<file path="config.mk">
export PLATFORM = sky130hd
export DESIGN_NAME = cms_clock_monitor
export DESIGN_NICKNAME = d
export VERILOG_FILES = /design/src/cms_clock_monitor.v
export VERILOG_INCLUDE_DIRS = /design/src /design/src/src
export SDC_FILE = /design/constraint.sdc
export NUM_CORES = 1
export LEC_CHECK = 0
export BUFFER_PORTS_ARGS = -buffer_cell sky130_fd_sc_hd__buf_2
export CAP_MARGIN = 20
export CORE_MARGIN = 2
export CORE_UTILIZATION = 45
export DETAILED_ROUTE_END_ITERATION = 8
export GPL_TIMING_DRIVEN = 0
export HOLD_SLACK_MARGIN = 0.15
export PLACE_DENSITY = 0.73
export RECOVER_POWER = 50
export SLEW_MARGIN = 40
export SYNTH_ARGS = -nofsm -noshare
export SYNTH_HDL_FRONTEND = slang
export SYNTH_SLANG_ARGS = --single-unit
</file>
<file path="constraint.sdc">
create_clock -name core_clk -period 1.9 [get_ports core_clk]
set_input_delay 0.38 -clock core_clk [delete_from_list [all_inputs] [get_ports core_clk]]
set_output_delay 0.38 -clock core_clk [all_outputs]
set_load 0.05 [all_outputs]
</file>
<file path="src/cms_defs.vh">
`ifndef CMS_DEFS_VH
`define CMS_DEFS_VH
// ****************************************
// control word layout
// ****************************************
`define CMS_CTL_W          8
`define CMS_BIT_IRQ_EN     7
`define CMS_BIT_MON_FLAG   6
`define CMS_BIT_MON_ON     5
`define CMS_BIT_SRC_SEL    4
`define CMS_BIT_EXT_ON     3
`define CMS_BIT_EXT_STABLE 2
`define CMS_BIT_INT_ON     1
`define CMS_BIT_INT_STABLE 0
`define CMS_CTL_RESET      8'h02
// ****************************************
// timing counts
// ****************************************
`define CMS_SETTLE_CYCLES  4096
`define CMS_SETTLE_W       12
`define CMS_MISS_LIMIT     2'h2
`endif

</file>
<file path="src/cms_clock_monitor.v">
`include "cms_defs.vh"
module cms_clock_monitor #(
    parameter SETTLE_CYCLES = `CMS_SETTLE_CYCLES
) (
    // clock and reset
    input  wire       core_clk,
    input  wire       reset_n,
    // sampled clock sources and references
    input  wire       baseClockLow,
    input  wire       intClock,
    input  wire       extClock,
    input  wire       extReference,
    input  wire       intReference,
    input  wire       intFreqGood,
    // control write
    input  wire       ctlWrite,
    input  wire [7:0] ctlWdata,
    input  wire       flagClear,
    // status and clocks
    output reg  [7:0] ctlStatus,
    output reg        intInactive,
    output reg        extInactive,
    output reg        extSettleClock,
    output reg        oscOutClock,
    output reg        genOutClock,
    output reg        irqRequest
);

    // ****************************************
    // edge detection
    // ****************************************
    localparam NSRC = 5;

    // sampled levels: base, external, ext ref, int ref, internal
    wire [NSRC-1:0] srcNow = {intClock, intReference, extReference, extClock, baseClockLow};
    wire [NSRC-1:0] srcQ;

    // one history flop per level, low after reset like the idle pins
    genvar gi;
    generate
        for (gi = 0; gi < NSRC; gi = gi + 1) begin : gHist
            reg histQ;
            always @(posedge core_clk or negedge reset_n) begin
                if (!reset_n) begin
                    histQ <= 1'b0;
                end else begin
                    histQ <= srcNow[gi];
                end
            end
            assign srcQ[gi] = histQ;
        end
    endgenerate

    // edge of a sampled level against its history
    function edgeOf;
        input prev;
        input cur;
        input rising;
        begin
            edgeOf = rising ? (~prev & cur) : (prev & ~cur);
        end
    endfunction

    wire       baseFall = edgeOf(srcQ[0], srcNow[0], 1'b0);
    wire       extFall  = edgeOf(srcQ[1], srcNow[1], 1'b0);
    wire       extRise  = edgeOf(srcQ[1], srcNow[1], 1'b1);
    wire       eRefRise = edgeOf(srcQ[2], srcNow[2], 1'b1);
    wire       iRefRise = edgeOf(srcQ[3], srcNow[3], 1'b1);
    wire       intRise  = edgeOf(srcQ[4], srcNow[4], 1'b1);
    wire       intFall  = edgeOf(srcQ[4], srcNow[4], 1'b0);

    reg        intOn;
    reg        extOn;
    reg        intStable;
    reg        extStable;
    reg        srcSel;
    reg        monOn;
    reg        irqEn;
    reg        monFlag;

    // ****************************************
    // activity detectors
    // ****************************************
    reg        seenBase;
    reg        seenExt;
    reg  [1:0] missInt;
    reg  [1:0] missExt;

    always @(posedge core_clk or negedge reset_n) begin
        if (!reset_n) begin
            seenBase    <= 1'b0;
            seenExt     <= 1'b0;
            missInt     <= 2'h0;
            missExt     <= 2'h0;
            intInactive <= 1'b0;
            extInactive <= 1'b0;
        end else begin
            // low phase ends on reference rise
            if (eRefRise) begin
                seenBase <= 1'b0;
                if (!seenBase && missInt != `CMS_MISS_LIMIT)
                    missInt <= missInt + 2'h1;
                if (!seenBase && missInt == `CMS_MISS_LIMIT - 2'h1)
                    intInactive <= 1'b1;
                if (seenBase)
                    missInt <= 2'h0;
            end else if (!extReference && baseFall) begin
                seenBase    <= 1'b1;
                missInt     <= 2'h0;
                intInactive <= 1'b0;
            end
            if (iRefRise) begin
                seenExt <= 1'b0;
                if (!seenExt && missExt != `CMS_MISS_LIMIT)
                    missExt <= missExt + 2'h1;
                if (!seenExt && missExt == `CMS_MISS_LIMIT - 2'h1)
                    extInactive <= 1'b1;
                if (seenExt)
                    missExt <= 2'h0;
            end else if (!intReference && extFall) begin
                seenExt     <= 1'b1;
                missExt     <= 2'h0;
                extInactive <= 1'b0;
            end
        end
    end

    // ****************************************
    // internal stability from frequency measurement
    // ****************************************
    reg  [1:0] goodCnt;

    // one measurement per reference period
    always @(posedge core_clk or negedge reset_n) begin
        if (!reset_n) begin
            goodCnt   <= 2'h0;
            intStable <= 1'b0;
        end else if (!intOn || intInactive) begin
            goodCnt   <= 2'h0;
            intStable <= 1'b0;
        end else if (eRefRise) begin
            if (!intFreqGood) begin
                goodCnt   <= 2'h0;
                intStable <= 1'b0;
            end else if (goodCnt != 2'h2) begin
                goodCnt <= goodCnt + 2'h1;
                if (goodCnt == 2'h1)
                    intStable <= 1'b1;
            end
        end
    end

    // ****************************************
    // external stability from settle divider
    // ****************************************
    localparam SW = `CMS_SETTLE_W;

    reg  [SW-1:0] settleCnt;
    reg           settleFall;
    wire          settleLast = (settleCnt == SETTLE_CYCLES - 1);
    wire          settleHigh = (settleCnt >= SETTLE_CYCLES / 2 - 1) && !settleLast;

    // divider counts external falls until the settle clock falls
    always @(posedge core_clk or negedge reset_n) begin
        if (!reset_n) begin
            settleCnt      <= {SW{1'b0}};
            extSettleClock <= 1'b0;
            settleFall     <= 1'b0;
        end else if (!extOn) begin
            settleCnt      <= {SW{1'b0}};
            extSettleClock <= 1'b0;
            settleFall     <= 1'b0;
        end else if (extFall && !extStable) begin
            // restart after the last count so a lost stable bit waits a full period again
            if (settleLast)
                settleCnt <= {SW{1'b0}};
            else
                settleCnt <= settleCnt + 1'b1;
            extSettleClock <= settleHigh;
            settleFall     <= settleLast;
        end else begin
            settleFall     <= 1'b0;
        end
    end

    always @(posedge core_clk or negedge reset_n) begin
        if (!reset_n)
            extStable <= 1'b0;
        else if (!extOn || extInactive)
            extStable <= 1'b0;
        else if (settleFall)
            extStable <= 1'b1;
    end

    // ****************************************
    // control bits
    // ****************************************
    // a clock may be chosen by a write or watched only while on and stable
    function clockReady;
        input on;
        input stable;
        begin
            clockReady = on & stable;
        end
    endfunction

    wire wSel   = ctlWdata[`CMS_BIT_SRC_SEL];
    wire wIntOn = ctlWdata[`CMS_BIT_INT_ON];
    wire wMonOn = ctlWdata[`CMS_BIT_MON_ON];
    wire wIrqEn = ctlWdata[`CMS_BIT_IRQ_EN];
    wire selOk  = wSel ? clockReady(extOn, extStable) : clockReady(intOn, intStable);
    wire monOk  = clockReady(intOn, intStable) && clockReady(extOn, extStable);
    wire anyOff = intInactive | extInactive;

    // generator enables; the internal clock cannot be switched off while in use
    always @(posedge core_clk or negedge reset_n) begin
        if (!reset_n) begin
            intOn <= 1'b1;
            extOn <= 1'b0;
        end else if (ctlWrite) begin
            extOn <= ctlWdata[`CMS_BIT_EXT_ON];
            if (wIntOn || srcSel)
                intOn <= wIntOn;
        end
    end

    // source select; monitor forcing overrides a write
    always @(posedge core_clk or negedge reset_n) begin
        if (!reset_n) begin
            srcSel <= 1'b0;
        end else if (monOn && intInactive) begin
            srcSel <= 1'b1;
        end else if (monOn && extInactive) begin
            srcSel <= 1'b0;
        end else if (ctlWrite && wSel != srcSel && selOk && intOn && extOn) begin
            srcSel <= wSel;
        end
    end

    // monitor enable and its interrupt enable
    always @(posedge core_clk or negedge reset_n) begin
        if (!reset_n) begin
            monOn <= 1'b0;
            irqEn <= 1'b0;
        end else if (ctlWrite) begin
            if (!wMonOn)
                monOn <= 1'b0;
            else if (monOk)
                monOn <= 1'b1;
            if (!wIrqEn)
                irqEn <= 1'b0;
            else if (monOn)
                irqEn <= 1'b1;
        end
    end

    // monitor flag; a new inactivity wins over a clear
    always @(posedge core_clk or negedge reset_n) begin
        if (!reset_n)
            monFlag <= 1'b0;
        else if (monOn && anyOff)
            monFlag <= 1'b1;
        else if (flagClear)
            monFlag <= 1'b0;
    end

    // ****************************************
    // two-sided switch synchronizer
    // ****************************************
    reg [1:0] intSide;
    reg [1:0] extSide;
    wire      forceInt = monOn && extInactive;
    wire      forceExt = monOn && intInactive;
    wire      anyEdge  = intRise | intFall | extRise | extFall;

    // old side drops first, new side waits for it
    always @(posedge core_clk or negedge reset_n) begin
        if (!reset_n) begin
            intSide <= 2'h3;
            extSide <= 2'h0;
        end else begin
            if (forceExt)
                intSide <= 2'h0;
            else if (intFall)
                intSide <= {intSide[0], ~srcSel & ~extSide[1]};
            if (forceInt)
                extSide <= 2'h0;
            else if (extFall)
                extSide <= {extSide[0], srcSel & ~intSide[1]};
        end
    end

    // output copy of the selected side and its half-rate divider
    always @(posedge core_clk or negedge reset_n) begin
        if (!reset_n) begin
            oscOutClock <= 1'b0;
            genOutClock <= 1'b0;
        end else begin
            if (anyEdge)
                oscOutClock <= (intSide[1] & intClock) | (extSide[1] & extClock);
            if (intSide[1] ? intRise : (extSide[1] && extRise))
                genOutClock <= ~genOutClock;
        end
    end

    // ****************************************
    // status
    // ****************************************
    always @(posedge core_clk or negedge reset_n) begin
        if (!reset_n) begin
            ctlStatus  <= `CMS_CTL_RESET;
            irqRequest <= 1'b0;
        end else begin
            ctlStatus  <= {irqEn, monFlag, monOn, srcSel, extOn, extStable, intOn, intStable};
            irqRequest <= monFlag & irqEn;
        end
    end

endmodule

</file>
## After elaboration in Yosys (flattened, before gate mapping)

Index checks and enable logic that the tools add are counted.

- $add $sub $neg: 4
- Order comparisons: 1
- Eq/ne operators: 17
- Multiplexer cells: 51
- Bitwise operators: 30
- Reduce and logical (&&, ||, !) cells: 45

Operators by type and width:

| operator | number |
|---|---|
| two-way mux 12 bit | 3 |
| two-way mux 1 bit | 32 |
| two-way mux 2 bit | 16 |
| logical AND 1 bit | 17 |
| AND reduction 2 bit | 8 |
| bitwise AND 1 bit | 14 |
| nonzero test 2 bit | 7 |
| adder 12 x 1 -> 12 bit, second input constant | 1 |
| equality test 12 bit, second input constant | 1 |
| greater-or-equal comparator 12 x 11 -> 1 bit, second input constant | 1 |
| != test 3 x 1 -> 1 bit, second input constant | 4 |
| inverter 1 bit | 11 |
| != test 2 x 1 -> 1 bit, second input constant | 5 |
| logical NOT 1 bit | 8 |
| adder 2 x 1 -> 2 bit, second input constant | 3 |
| equality test 2 x 1 -> 1 bit, second input constant | 3 |
| != test 2 bit, second input constant | 3 |
| bitwise OR 1 bit | 5 |
| logical OR 1 bit | 3 |
| AND reduction 3 bit | 1 |
| nonzero test 3 bit | 1 |
| != test 1 bit | 1 |

- Bits in registers: 52
- Input port bits: 18
- Output and inout bits: 14

## Longest topological paths before layout

- Word-level depth: 8
- Gate-level depth with buffers: 6
- Depth with buffers taken out: 6

## Worst setup path after synthesis

No wires, ideal clock.

- Path kind: reg2reg
- Start point: register extStable
- End point: register settleCnt[9]
- Arrival: 1.453 ns
- Data required time: 1.831 ns
- Setup slack: 0.378 ns
- Stages on the path, launching flop included: 5
- Period minus slack after synthesis: 1.522 ns
- Cell sequence: dfrtp_1 -> or3b_1 -> buf_2 -> or4_1 -> nand3_1

- Longest elaborated chain between the ends: 3

RTL lines:

| item | RTL line | RTL |
|---|---|---|
| start: declaration | cms_clock_monitor.v:75 | `reg extStable;` |
| start signal: assignment | cms_clock_monitor.v:188 | `extStable <= 1'b0;` |
| start signal: assignment | cms_clock_monitor.v:190 | `extStable <= 1'b0;` |
| start signal: assignment | cms_clock_monitor.v:192 | `extStable <= 1'b1;` |
| logical NOT 1 bit | cms_clock_monitor.v:173 | `end else if (extFall && !extStable) begin` |
| logical AND 1 bit | cms_clock_monitor.v:173 |  |
| != test 2 x 1 -> 1 bit (no source line) | -- |  |
| end signal: assignment | cms_clock_monitor.v:170 | `settleCnt <= {SW{1'b0}};` |
| end signal: assignment | cms_clock_monitor.v:176 | `settleCnt <= {SW{1'b0}};` |
| end signal: assignment | cms_clock_monitor.v:178 | `settleCnt <= settleCnt + 1'b1;` |
| end: declaration | cms_clock_monitor.v:158 | `reg [SW-1:0] settleCnt;` |

No other way between the ends.
A chain may end at the register's enable or synchronous reset.

## Worst setup path in the final report

- Start point: register extStable
- End point: register settleCnt[10]

Same word-level chain as after synthesis.

==> results by group <==
Setup path
  • Critical path class: flip-flop to flip-flop
  • Worst path max stage delay: roughly 0.48 ns
  • Worst-path cell chain: nor3b_4 > nand4_4 > or3_1 > a21oi_1
  • CP max FO: 9
  • Worst Path Required: ~2.1 ns
  • Slowest cell on crit path: dfrtp_1
  • Worst Setup Start Kind: flip-flop
  • CP Capture Type: flip-flop
  • Crit path arrival time: 1.96 ns

Synthesis
  • Sequential fraction of the synthesis area: 55.59%
  • Number of synthesized flops with an enable pin: 0
  • Mapped Nets: 250
  • Cell variety after synth: 43
  • Seq cells post-synth: 52
  • Syn_area_per_cell: around 11 um^2
  • Synth Instances: 223
  • Syn Std Cell Area: around 2300 um^2
  • Synth warn: 0
  • Most common flop cell mapped by yosys: dfrtp_1
  • Synth async-reset ratio: 100.0%

Pwr
  • Pwr dens: 896.4 nW/um^2
  • Power, Total: 2.397 mW
  • Max VDD drop: 613.0 uV
  • Leak: 1.249 nW

Timing
  • Tightest Pin Transition: approximately 0.64 ns
  • RSZ-0062 raised after global routing: no
  • Setup Total Neg Slack: 0 ns
  • Fmax: 579.1 MHz
  • Setup Viol. Count Final: 0
  • Final min period: 1.727 ns
  • Rel. slew slack: 57.45%
  • Final Cycle Share: 90.88%
  • Final Hold Vio Count: 0
  • Max-slew violation count: 0
  • Post-Route Skew: 0.01109 ns

Global route
  • Vias in the first global route: 1,696
  • Initial antenna violation count: 0
  • Largest net degree at the start of global routing: 53
  • Total track usage: 15.72%
  • Global-route wire length before repair: 7576 um
  • GR Overflow Total: 0

Clock tree
  • Setup Fix Bufs, Post-CTS: 0
  • CTS Buffer Depth: 2
  • Clock latency at the later pin of the worst-skew pair: between 0.3 and 0.4 ns
  • H-tree depth: 2
  • Clock slew at reported path FFs: 0.11 ns
  • CTS tree: yes
  • Clk sinks: 52
  • Root buffer cell: clkbuf_8
  • Total CTS buffers: 5

Min path
  • Type of the worst min-delay path: primary input to flip-flop

Placement
  • Port bufs: 27
  • Placed Cells: 320
  • Dpl hpwl: 2928 um
  • Post-placement cell area: 2575 um^2
  • Routability cong.: 0.8114

Layout
  • Synth-to-Final Area Change: 13.79%
  • Layout cells sized above 1: 15.83%
  • Cell area after layout: 2674 um^2
  • Nets: between 200 and 300
  • Final cell count without fillers: approximately 330
  • Antenna Cells: 0

Route
  • Routed Antenna Nets: 0
  • Final wirelength: 4161 um
  • Initial drt markers: 55
  • WL per Instance: 12.65 um
  • # DRC: 0
  • Drt pass-1 iters: 4
  • Routed vias: 1,668
  • Via-to-Cell Ratio: 5.070

Floorplanning
  • Die H: 76.26 um
  • Std cell rows: 26
  • Ports: 32
  • Initial Utilization: 46.30%
  • Chip width: 76.26 um
  • Placeable core area: a little over 5000 um^2
  • Die area: 5816 um^2

Run status
  • Status: finished, final reports clean

Job
  • Max-Cap Viols: 0
-- sequential cells by signal, indices dropped and copies added (netlist names), 2 cells and up --
register,flops
extSide,2
gHist.histQ,5
intSide,2
missInt,2
missExt,2
ctlStatus,8
goodCnt,2
settleCnt,12
-- logic make-up (layout without fill, tap and decap cells) --
group / count (synthesis) / count (layout) / share of synthesized area, %
compound gates: 48 / 48 / 12.99
buf+inv: 23 / 59 / 3.780
flops: 52 / 52 / 55.59
fa+ha+maj: 9 / 9 / 4.792
xor+xnor: 9 / 9 / 3.354
mux: 3 / 3 / 1.278
simple gates: 79 / 79 / 18.21
-- per-layer routing --
metal  GRT usage (%)  up-vias  part of all wire (%)  routed length [um]
met5               0        -                     0                   0
met4           4.909        0                   1.2                  52
met3           2.962        5                   1.9                  80
met2           25.40       14                    47                1963
met1           21.60      807                    50                2064
li1                -      842                     -                   -
-- cell type report --
type	count	area [um^2]
clock inverters	3	25.02
clock buffers	5	68.82
well taps	70	87.58
plain buffers	8	32.53
multi-input cells	148	954.7
flip-flops and latches	52	1306
repair buffers	28	142.6
inverters	15	56.30
fillers	471	2401
-- where the power goes --
| part | leakage, nW | switching, mW | internal [mW] |
|---|---|---|---|
| sequential | 0.681 | 0.0871 | 1.20 |
| clock | 0.0452 | 0.393 | 0.269 |
| combinational | 0.523 | 0.299 | 0.151 |
| total | 1.25 | 0.780 | 1.62 |
-- repair_timing --
item / CTS / global route
hold buffers: 1 / 0
resized for setup: 0 / 0
hold endpoints to repair: 48 / 0
-- worst paths after layout --
kind                       slack [ns]              to  depth (start not counted)          from
min in group asynchronous        0.63    settleCnt[4]                          2       reset_n
min                              0.19  gHist[0].histQ                          1  baseClockLow
max                              0.17   settleCnt[10]                          4     extStable
max reg2reg                      0.17   settleCnt[10]                          4     extStable
min reg2reg                      0.38    ctlStatus[5]                          0         monOn
max in group asynchronous        0.84    settleCnt[1]                          2       reset_n
-- critical path: cells and delay by family (launching register included) --
kind | cells | cell delay [ns]
flip-flops | 1 | 0.48
AND/OR/NAND/NOR | 3 | 1.02
AO/OA/AOI/OAI | 1 | 0.15
-- synthesized netlist by cell type (3+ instances only) --
master,count,area (um^2)
a21oi_1,20,100.1
a22o_1,4,35.03
and2_1,5,31.28
and3_1,4,25.02
clkbuf_1,6,22.52
dfrtp_1,48,1201
dfstp_2,4,105.1
ha_1,9,112.6
inv_1,15,56.30
mux2i_1,3,30.03
nand2_1,19,71.32
nand2b_1,3,18.77
nand3_1,7,35.03
nand4_1,5,31.28
nor2_1,19,71.32
nor3_1,5,25.02
nor3b_1,3,22.52
o21ai_0,10,50.05
xnor2_1,4,35.03
xor2_1,5,43.79
-- stage by stage --
step           hold WS [ns]  util [%]  worst slack, ns
2_1_floorplan       0.08441         -           0.3785
3_3_place_gp         0.3554     50.69           0.1472
3_5_place_dp         0.3634     50.74           0.1366
4_1_cts              0.1851     52.79           0.1643
5_1_grt              0.1751     52.69          0.01105
6_report             0.1906     52.69           0.1732
-- cell usage in the layout (no fill, tap or decap), types with 2 or more instances in the layout --
| cell type | n |
|---|---|
| a21oi_1 | 20 |
| a22o_1 | 4 |
| and2_1 | 4 |
| and3_1 | 4 |
| buf_2 | 24 |
| clkbuf_1 | 10 |
| clkbuf_8 | 5 |
| dfrtp_1 | 48 |
| dfstp_2 | 3 |
| ha_1 | 9 |
| inv_1 | 15 |
| inv_6 | 2 |
| mux2i_1 | 3 |
| nand2_1 | 19 |
| nand2b_1 | 3 |
| nand3_1 | 7 |
| nand4_1 | 5 |
| nor2_1 | 19 |
| nor3_1 | 5 |
| nor3b_1 | 3 |
| o21ai_0 | 10 |
| o41ai_1 | 2 |
| xnor2_1 | 4 |
| xor2_1 | 5 |
(Power assumes the default switching activity.)
